$ cat src/pkg/acs_defs.vh
// Constants for the converter output clock sync and coding block
// Operation
// - Sync reset may be asserted at any time, unrelated to the sample clock.
// - While sync reset is held, word clock parks at a level set by mode and edge.
// - Asserting sync reset may cut the word clock phase, one short pulse allowed.
// - First sample rising edge after release fixes the word clock phase.
// - Word clock restarts after the normal fixed clock-to-output latency, always same.
// - Plus zero and minus zero offset differ by a sixteenth of an LSB.
// - Output is offset binary: all zeros low end, all ones high end.
// - Over-range input clips at range end, out-of-range flag raised meanwhile.
// - Normal mode: full-scale pin low shrinks code voltages to 75 percent.
// - Extended mode: range and offset come from registers, pin ignored.
// - Each in-range sample becomes an unsigned 8-bit word.
// - Out-of-range flag is differential, positive high and negative low when active.
// - Calibration-active indicator stays high for the whole self-calibration run.
// - DDR gives a word on each clock edge; SDR only on the selected edge.
`ifndef ACS_DEFS_VH
`define ACS_DEFS_VH

// ----------------------------------------------------------------
// Register map (Wishbone, byte addresses)
// ----------------------------------------------------------------
`define ACS_ADDR_CONFIG 4'h4
`define ACS_ADDR_OFFSET 4'h8
`define ACS_ADDR_FSADJ 4'hC
`define ACS_ADDR_STATUS 4'h0

// ----------------------------------------------------------------
// Fields and reset values
// ----------------------------------------------------------------
`define ACS_CFG_EXT_BIT 0
`define ACS_CFG_SDR_BIT 1
`define ACS_CFG_EDGE_BIT 2
`define ACS_CFG_CAL_BIT 3
`define ACS_CFG_RESET 4'h0
`define ACS_OFS_SIGN_BIT 8
`define ACS_OFS_RESET 9'h000
`define ACS_FS_RESET 9'h100
`define ACS_FS_MID 9'h100

// ----------------------------------------------------------------
// Timing and coding
// ----------------------------------------------------------------
`define ACS_LATENCY 4'h3
`define ACS_CAL_CYCLES 16'h0400
`define ACS_CODE_MAX 8'hFF
`define ACS_CODE_MIN 8'h00
`define ACS_SIGN_ZERO_STEP 4'h1

`endif

$ cat src/hdl/acs_sync2.v
// Two-flip-flop synchroniser for a level from outside the clock domain
module acs_sync2 (
  // Clock and reset
  input wire clk_i,
  input wire rst_i,
  // Level
  input wire d_i,
  output reg q_o
);
  reg meta_reg;

  // First stage feeds only the second
  always @(posedge clk_i) begin
    if (rst_i) begin
      meta_reg <= 1'b0;
      q_o <= 1'b0;
    end else begin
      meta_reg <= d_i;
      q_o <= meta_reg;
    end
  end
endmodule

$ cat src/hdl/acs_coder.v
// Sample coder: gain, offset, clipping to offset binary
`include "acs_defs.vh"
module acs_coder (
  // Clock and reset
  input wire clk_i,
  input wire rst_i,
  // Sample and settings
  input wire signed [11:0] sample_i,
  input wire [8:0] gain_i,
  input wire [8:0] offset_i,
  // Result
  output reg [7:0] code_o,
  output reg over_o
);
  reg signed [23:0] scaled;
  reg signed [23:0] shifted;
  reg signed [23:0] biased;

  // Scale, add signed offset in quarter-LSB steps at sixteenth-LSB resolution, then clip
  always @* begin
    scaled = sample_i * $signed({1'b0, gain_i});
    shifted = scaled >>> 8;
    // Sixteenth-LSB resolution keeps minus zero apart from plus zero
    if (offset_i[`ACS_OFS_SIGN_BIT]) begin
      biased = shifted * 24'sd16 - $signed({16'h0000, offset_i[7:0]}) * 24'sd4
        - $signed({20'h00000, `ACS_SIGN_ZERO_STEP}) + 24'sd2048;
    end else begin
      biased = shifted * 24'sd16 + $signed({16'h0000, offset_i[7:0]}) * 24'sd4 + 24'sd2048;
    end
  end

  // Register result with clipping; flag follows excursion
  always @(posedge clk_i) begin
    if (rst_i) begin
      code_o <= 8'h80;
      over_o <= 1'b0;
    end else if (biased < 0) begin
      code_o <= `ACS_CODE_MIN;
      over_o <= 1'b1;
    end else if (biased > 24'sd4095) begin
      code_o <= `ACS_CODE_MAX;
      over_o <= 1'b1;
    end else begin
      code_o <= biased[11:4];
      over_o <= 1'b0;
    end
  end
endmodule

$ cat src/hdl/acs_top.v
// Output word clock alignment, sample coding and control registers
`include "acs_defs.vh"
module acs_top (
  // Clock and reset
  input wire clk_i,
  input wire rst_i,
  // Wishbone slave
  input wire wb_cyc_i,
  input wire wb_stb_i,
  input wire wb_we_i,
  input wire [3:0] wb_adr_i,
  input wire [3:0] wb_sel_i,
  input wire [31:0] wb_dat_i,
  output reg [31:0] wb_dat_o,
  output reg wb_ack_o,
  // Pins
  input wire output_clock_sync_reset_i,
  input wire full_scale_select_i,
  input wire output_edge_select_i,
  input wire sdr_select_i,
  input wire calibrate_i,
  input wire signed [11:0] sample_i,
  // Outputs
  output reg output_word_clock_o,
  output reg [7:0] data_o,
  output reg data_valid_o,
  output reg out_of_range_p_o,
  output reg out_of_range_n_o,
  output reg calibration_active_o
);
  // ----------------------------------------------------------------
  // Registers and synchronised pins
  // ----------------------------------------------------------------
  reg [3:0] cfg_reg;
  reg [8:0] offset_reg;
  reg [8:0] fs_reg;
  reg [15:0] cal_cnt_reg;
  reg cal_req_reg;
  reg [3:0] lat_reg;
  reg phase_reg;
  reg sync_d_reg;
  wire sync_s;
  wire fs_pin_s;
  wire edge_pin_s;
  wire sdr_pin_s;
  wire cal_pin_s;
  wire ext_mode;
  wire sdr_mode;
  wire edge_sel;
  reg [8:0] gain;
  reg [8:0] ofs;
  wire [7:0] code;
  wire over;
  wire wb_req;
  reg cal_pin_d_reg;

  // Control pins come from outside the domain: two flops each; sample_i goes to the coder unsynchronised
  acs_sync2 u_sync_rst (
    .clk_i(clk_i),
    .rst_i(rst_i),
    .d_i(output_clock_sync_reset_i),
    .q_o(sync_s)
  );
  acs_sync2 u_sync_fs (
    .clk_i(clk_i),
    .rst_i(rst_i),
    .d_i(full_scale_select_i),
    .q_o(fs_pin_s)
  );
  acs_sync2 u_sync_edge (
    .clk_i(clk_i),
    .rst_i(rst_i),
    .d_i(output_edge_select_i),
    .q_o(edge_pin_s)
  );
  acs_sync2 u_sync_sdr (
    .clk_i(clk_i),
    .rst_i(rst_i),
    .d_i(sdr_select_i),
    .q_o(sdr_pin_s)
  );
  acs_sync2 u_sync_cal (
    .clk_i(clk_i),
    .rst_i(rst_i),
    .d_i(calibrate_i),
    .q_o(cal_pin_s)
  );

  // Mode selection: extended mode takes register settings over pins
  assign ext_mode = cfg_reg[`ACS_CFG_EXT_BIT];
  assign sdr_mode = ext_mode ? cfg_reg[`ACS_CFG_SDR_BIT] : sdr_pin_s;
  assign edge_sel = ext_mode ? cfg_reg[`ACS_CFG_EDGE_BIT] : edge_pin_s;

  // Gain and offset source
  always @* begin
    if (ext_mode) begin
      gain = fs_reg;
      ofs = offset_reg;
    end else begin
      // 75 percent of mid gain for pin low
      gain = fs_pin_s ? `ACS_FS_MID : 9'h0C0;
      ofs = `ACS_OFS_RESET;
    end
  end

  // ----------------------------------------------------------------
  // Sample coding
  // ----------------------------------------------------------------
  acs_coder u_coder (
    .clk_i(clk_i),
    .rst_i(rst_i),
    .sample_i(sample_i),
    .gain_i(gain),
    .offset_i(ofs),
    .code_o(code),
    .over_o(over)
  );

  // ----------------------------------------------------------------
  // Word clock: divide by two, park while sync held, fixed restart latency
  // ----------------------------------------------------------------
  // The pin is async, so the held level appears two cycles late; a short
  // pulse may result when the park level differs from the running phase.
  always @(posedge clk_i) begin
    if (rst_i) begin
      phase_reg <= 1'b0;
      lat_reg <= 4'h0;
      sync_d_reg <= 1'b0;
      output_word_clock_o <= 1'b0;
    end else begin
      sync_d_reg <= sync_s;
      if (sync_s) begin
        // Park level: DDR parks low; SDR parks opposite the launch edge
        output_word_clock_o <= sdr_mode ? ~edge_sel : 1'b0;
        phase_reg <= 1'b0;
        lat_reg <= `ACS_LATENCY;
      end else if (lat_reg != 4'h0) begin
        // Hold parked for the same latency as normal data path
        lat_reg <= lat_reg - 4'h1;
      end else begin
        phase_reg <= ~phase_reg;
        // First toggle always leaves the park level, so words launch on the selected edge
        output_word_clock_o <= ~(phase_reg ^ (sdr_mode & ~edge_sel));
      end
    end
  end

  // Data launch: every clock edge in DDR, selected edge only in SDR
  always @(posedge clk_i) begin
    if (rst_i) begin
      data_o <= 8'h80;
      data_valid_o <= 1'b0;
      out_of_range_p_o <= 1'b0;
      out_of_range_n_o <= 1'b1;
    end else begin
      out_of_range_p_o <= over;
      out_of_range_n_o <= ~over;
      if (!sync_s && lat_reg == 4'h0 && (!sdr_mode || !phase_reg)) begin
        data_o <= code;
        data_valid_o <= 1'b1;
      end else begin
        data_valid_o <= 1'b0;
      end
    end
  end

  // ----------------------------------------------------------------
  // Self-calibration run
  // ----------------------------------------------------------------
  always @(posedge clk_i) begin
    if (rst_i) begin
      cal_cnt_reg <= `ACS_CAL_CYCLES;
      calibration_active_o <= 1'b1;
      cal_pin_d_reg <= 1'b0;
    end else begin
      cal_pin_d_reg <= cal_pin_s;
      if ((cal_pin_s && !cal_pin_d_reg) || cal_req_reg) begin
        cal_cnt_reg <= `ACS_CAL_CYCLES;
        calibration_active_o <= 1'b1;
      end else if (cal_cnt_reg != 16'h0000) begin
        cal_cnt_reg <= cal_cnt_reg - 16'h0001;
        calibration_active_o <= 1'b1;
      end else begin
        calibration_active_o <= 1'b0;
      end
    end
  end

  // ----------------------------------------------------------------
  // Wishbone slave: one wait state, ack for one cycle
  // ----------------------------------------------------------------
  assign wb_req = wb_cyc_i && wb_stb_i && !wb_ack_o;

  always @(posedge clk_i) begin
    if (rst_i) begin
      cfg_reg <= `ACS_CFG_RESET;
      offset_reg <= `ACS_OFS_RESET;
      fs_reg <= `ACS_FS_RESET;
      cal_req_reg <= 1'b0;
      wb_ack_o <= 1'b0;
      wb_dat_o <= 32'h00000000;
    end else begin
      wb_ack_o <= wb_req;
      cal_req_reg <= 1'b0;
      wb_dat_o <= 32'h00000000;
      if (wb_req && wb_we_i) begin
        // Writes take effect on the edge that raises ack
        case (wb_adr_i)
          `ACS_ADDR_CONFIG: begin
            if (wb_sel_i[0]) begin
              cfg_reg <= {1'b0, wb_dat_i[2:0]};
              cal_req_reg <= wb_dat_i[`ACS_CFG_CAL_BIT];
            end
          end
          `ACS_ADDR_OFFSET: begin
            if (wb_sel_i[0]) begin
              offset_reg[7:0] <= wb_dat_i[7:0];
            end
            if (wb_sel_i[1]) begin
              offset_reg[8] <= wb_dat_i[8];
            end
          end
          `ACS_ADDR_FSADJ: begin
            if (wb_sel_i[0]) begin
              fs_reg[7:0] <= wb_dat_i[7:0];
            end
            if (wb_sel_i[1]) begin
              fs_reg[8] <= wb_dat_i[8];
            end
          end
          default: begin
            cfg_reg <= cfg_reg;
          end
        endcase
      end else if (wb_req) begin
        // Unmapped addresses read zero
        case (wb_adr_i)
          `ACS_ADDR_STATUS: begin
            wb_dat_o <= {28'h0000000, sync_s, sdr_mode, data_o[7], calibration_active_o};
          end
          `ACS_ADDR_CONFIG: begin
            wb_dat_o <= {28'h0000000, cfg_reg};
          end
          `ACS_ADDR_OFFSET: begin
            wb_dat_o <= {23'h000000, offset_reg};
          end
          `ACS_ADDR_FSADJ: begin
            wb_dat_o <= {23'h000000, fs_reg};
          end
          default: begin
            wb_dat_o <= 32'h00000000;
          end
        endcase
      end
    end
  end
endmodule

$ cat config.mk
export PLATFORM = sky130hd
export DESIGN_NAME = acs_top
export DESIGN_NICKNAME = d
export VERILOG_FILES = /design/src/hdl/acs_sync2.v /design/src/hdl/acs_coder.v /design/src/hdl/acs_top.v
export VERILOG_INCLUDE_DIRS = /design/src /design/src/pkg
export SDC_FILE = /design/constraint.sdc
export NUM_CORES = 1
export LEC_CHECK = 0
export BUFFER_PORTS_ARGS = -buffer_cell sky130_fd_sc_hd__buf_2
export CAP_MARGIN = 20
export CORE_MARGIN = 2
export CORE_UTILIZATION = 61
export CTS_CLUSTER_DIAMETER = 60
export CTS_CLUSTER_SIZE = 40
export DETAILED_ROUTE_END_ITERATION = 16
export PLACE_DENSITY = 0.83
export SKIP_CTS_REPAIR_TIMING = 1
export SLEW_MARGIN = 20
export SYNTH_ARGS = -nofsm -noshare
export SYNTH_HDL_FRONTEND = slang
export SYNTH_SLANG_ARGS = --single-unit
$ cat constraint.sdc
create_clock -name clk_i -period 10.9 [get_ports clk_i]
set_clock_uncertainty 0.05 [all_clocks]
set_input_delay 1.09 -clock clk_i [delete_from_list [all_inputs] [get_ports clk_i]]
set_output_delay 1.09 -clock clk_i [all_outputs]
set_load 0.05 [all_outputs]
==> flow_summary.json <==
{
  "outcome": "complete, no violations",
  "initial_core_util_pct": 62.8,
  "worst-slew-pin-transition_ns": 1.02,
  "critical-path-max-stage-delay_ns": 0.60,
  "clkTransAtPathRegs_ns": 0.06,
  "setup_ws_ns": 1.05,
  "synth_flop_cell": "sky130_fd_sc_hd__dfxtp_1",
  "flow.area_growth_from_synthesis_pct": 6.56,
  "vias": 8045,
  "largest_reg_flops": 16,
  "drc": 0,
  "clock_tree_from_tritoncts": "built",
  "grt_setup_unrepaired": "false",
  "grt_util_met1_pct": 35.2,
  "pre_cts_ws_ns": 1.04,
  "vdd_drop_max_mv": 0.126,
  "busiest_layer": "met2",
  "hold_class": "flip-flop to flip-flop",
  "worst_setup_path_end_kind": "flip-flop",
  "final_area_mm2": 0.0102,
  "grt_antenna_before_repair": 0,
  "rows": 45,
  "via_count_of_the_first_global_routing_pass": 7760,
  "slew-limit-headroom_pct": 32.2,
  "drv_slew": 0,
  "power.density_mw_per_mm2": 164,
  "synth_top_area_share_pct": 19.6,
  "clock-root-buffer": "sky130_fd_sc_hd__clkbuf_16",
  "maximum_number_of_pins_on_one_net_before_global_route_repair": 61,
  "cts_inserted_buffers": 9,
  "clk_latency_ns": 0.34,
  "critPathMaxFanout": 39,
  "worst_setup_path_start_kind": "flip-flop",
  "maxCapViolCount": 0,
  "post_synthesis_instance_total": 1149,
  "timing.fmax_mhz": 102,
  "global_route.usage.met2_pct": 44.9,
  "synth.avg_cell_area_um2": 8.37,
  "timing.final.crit_period_ns": 9.85,
  "synth_area_leader_cell": "sky130_fd_sc_hd__fa_1",
  "gr-total-overflow": 0,
  "synth.cell_area_mm2": 0.00962,
  "yosys_warnings": 0,
  "synth_edf_count": 0,
  "global_route_wire_length_before_repair_um": 36000,
  "totalNegativeSetupSlack_ns": 0,
  "critical_path.slowest_cell": "sky130_fd_sc_hd__dfxtp_1",
  "floorplan.io_pins": 108,
  "synth_area_leaders": "sky130_fd_sc_hd__fa_1 20%, sky130_fd_sc_hd__dfxtp_1 18%, sky130_fd_sc_hd__ha_1 8.3%, sky130_fd_sc_hd__inv_1 5.9%, sky130_fd_sc_hd__xnor2_1 4.2%",
  "final-hold-violation-count": 0,
  "ys_seq_area_share_pct": 17.9,
  "postRouteAntennaNets": 0,
  "grt_util_met3_pct": 4.38,
  "vertical_die_dimension_um": 130,
  "globalRouteTotalUtil_pct": 26.3,
  "tritoncts_num_sinks": 86,
  "cp_data_required_time_ns": 11.04,
  "final-setup-viol-count": 0,
  "drt_wl_total_um": 21400,
  "criticalPathCategory": "flip-flop to flip-flop",
  "placer_congestion_estimate": 0.913,
  "floorplan.die.width_um": 130,
  "floorplan.die_area_mm2": 0.0168,
  "final_net_count": 1392,
  "synth_async_sr_flop_share_pct": 0,
  "synth_seq_cells": 86,
  "detailed_place.area_mm2": 0.00991,
  "total_power_mw": 1.68,
  "antenna-diode-count": 0,
  "first_iter_violations": 839,
  "drtPass1Iterations": 5,
  "cts_htree_levels": 3,
  "worstPathArrival_ns": 9.99,
  "vias_per_cell": 5.80,
  "floorplan.core_area_mm2": 0.0153,
  "place.port_buffers": 59,
  "share_of_the_clock_period_used_by_the_worst_path_after_layout_pct": 90.4,
  "post-route-util_pct": 66.9,
  "drive_gt1_share_pct": 9.86,
  "total_leakage_power_nw": 4.96,
  "drt-wirelength-per-cell_um": 15.4,
  "synthDistinctLibCells": 86,
  "clock_buffer_depth": 2,
  "hpwl_um": 16600
}
==> cells by family after synthesis <==
logic type                 count (synthesis)  share of synthesized area (%)
AOI/OAI and AO/OA                        191                           14.0
xor gates and xnor gates                  54                           5.07
adders and majority gates                158                           27.9
buffers and inverters                    223                           9.76
DFF                                       86                           17.9
muxes                                     36                           3.90
other                                      1                         0.0390
and+or+nand+nor                          400                           21.4
==> metal layers <==
metal  share of wire, %  routed length [um]
met5                  0                   0
met4                1.8                 387
met3                6.7                1420
met2                 48               10300
met1                 43                9260
==> area by class of cell <==
cell class	instances	area, um2
clock buffers	11	243
multi-input cells	862	7050
flip-flops and latches	86	1720
well taps	211	264
fillers	1272	5070
inverters	151	567
clock inverters	5	81.3
repair buffers	62	318
==> placed cells by master (no fill, tap or decap), types with 36 or more instances in the layout <==
cell                      netlist  final
sky130_fd_sc_hd__ha_1          64     64
sky130_fd_sc_hd__inv_1        151    151
sky130_fd_sc_hd__dfxtp_1       86     86
sky130_fd_sc_hd__o21ai_0       36     36
sky130_fd_sc_hd__nand2_1       95     95
sky130_fd_sc_hd__and3_1        36     36
sky130_fd_sc_hd__buf_2          3     59
sky130_fd_sc_hd__xnor2_1       46     46
sky130_fd_sc_hd__fa_1          94     94
sky130_fd_sc_hd__nor2_1        98     98
==> synth_stat cells (10+ instances only) <==
cell type	number
sky130_fd_sc_hd__xnor2_1	46
sky130_fd_sc_hd__nor2_1	98
sky130_fd_sc_hd__inv_1	151
sky130_fd_sc_hd__and3_1	36
sky130_fd_sc_hd__a21oi_1	36
sky130_fd_sc_hd__nor3_1	23
sky130_fd_sc_hd__o31ai_1	12
sky130_fd_sc_hd__nand2_1	95
sky130_fd_sc_hd__buf_4	24
sky130_fd_sc_hd__ha_1	64
sky130_fd_sc_hd__nor2b_1	35
sky130_fd_sc_hd__a22oi_1	10
sky130_fd_sc_hd__o21ai_0	36
sky130_fd_sc_hd__nand3_1	19
sky130_fd_sc_hd__dfxtp_1	86
sky130_fd_sc_hd__mux2i_1	33
sky130_fd_sc_hd__fa_1	94
sky130_fd_sc_hd__a211oi_1	10
sky130_fd_sc_hd__and2_1	32
sky130_fd_sc_hd__clkbuf_1	35
==> worst max-delay path: cells and delay by family, from the launching register on <==
family / cells / cell delay, ns
buffers and inverters: 6 / 0.68
adders and majority gates: 7 / 3.38
AOI/OAI and AO/OA: 7 / 2.03
DFF: 1 / 0.60
and+or+nand+nor: 9 / 2.76
xor gates and xnor gates: 1 / 0.16
==> through the flow <==
stage / hold slack [ns] / instances
4_1_cts: 0.385 / 1388
3_3_place_gp: 0.358 / 1371
2_1_floorplan: 0.327 / 1171
3_5_place_dp: 0.373 / 1372
6_report: 0.376 / 1388
5_1_grt: 0.388 / 1388
==> worst paths after layout <==
| kind | start | endpoint | slack [ns] | depth (start not counted) |
|---|---|---|---|---|
| worst max-delay path | cfg_reg[0] | u_coder.code_o[6] | 1.05 | 30 |
| worst min-delay path | u_coder.over_o | out_of_range_n_o | 0.38 | 1 |
| worst max register to register | cfg_reg[0] | u_coder.code_o[6] | 1.05 | 30 |
| worst min register to register | u_coder.over_o | out_of_range_n_o | 0.38 | 1 |
==> where the power goes <==
part           internal (mW)  switching, mW  leakage (nW)
logic                  0.349          0.599          4.10
registers              0.371         0.0334         0.704
clock network          0.207          0.123         0.156
No activity file was read; power rests on OpenSTA's default activity.
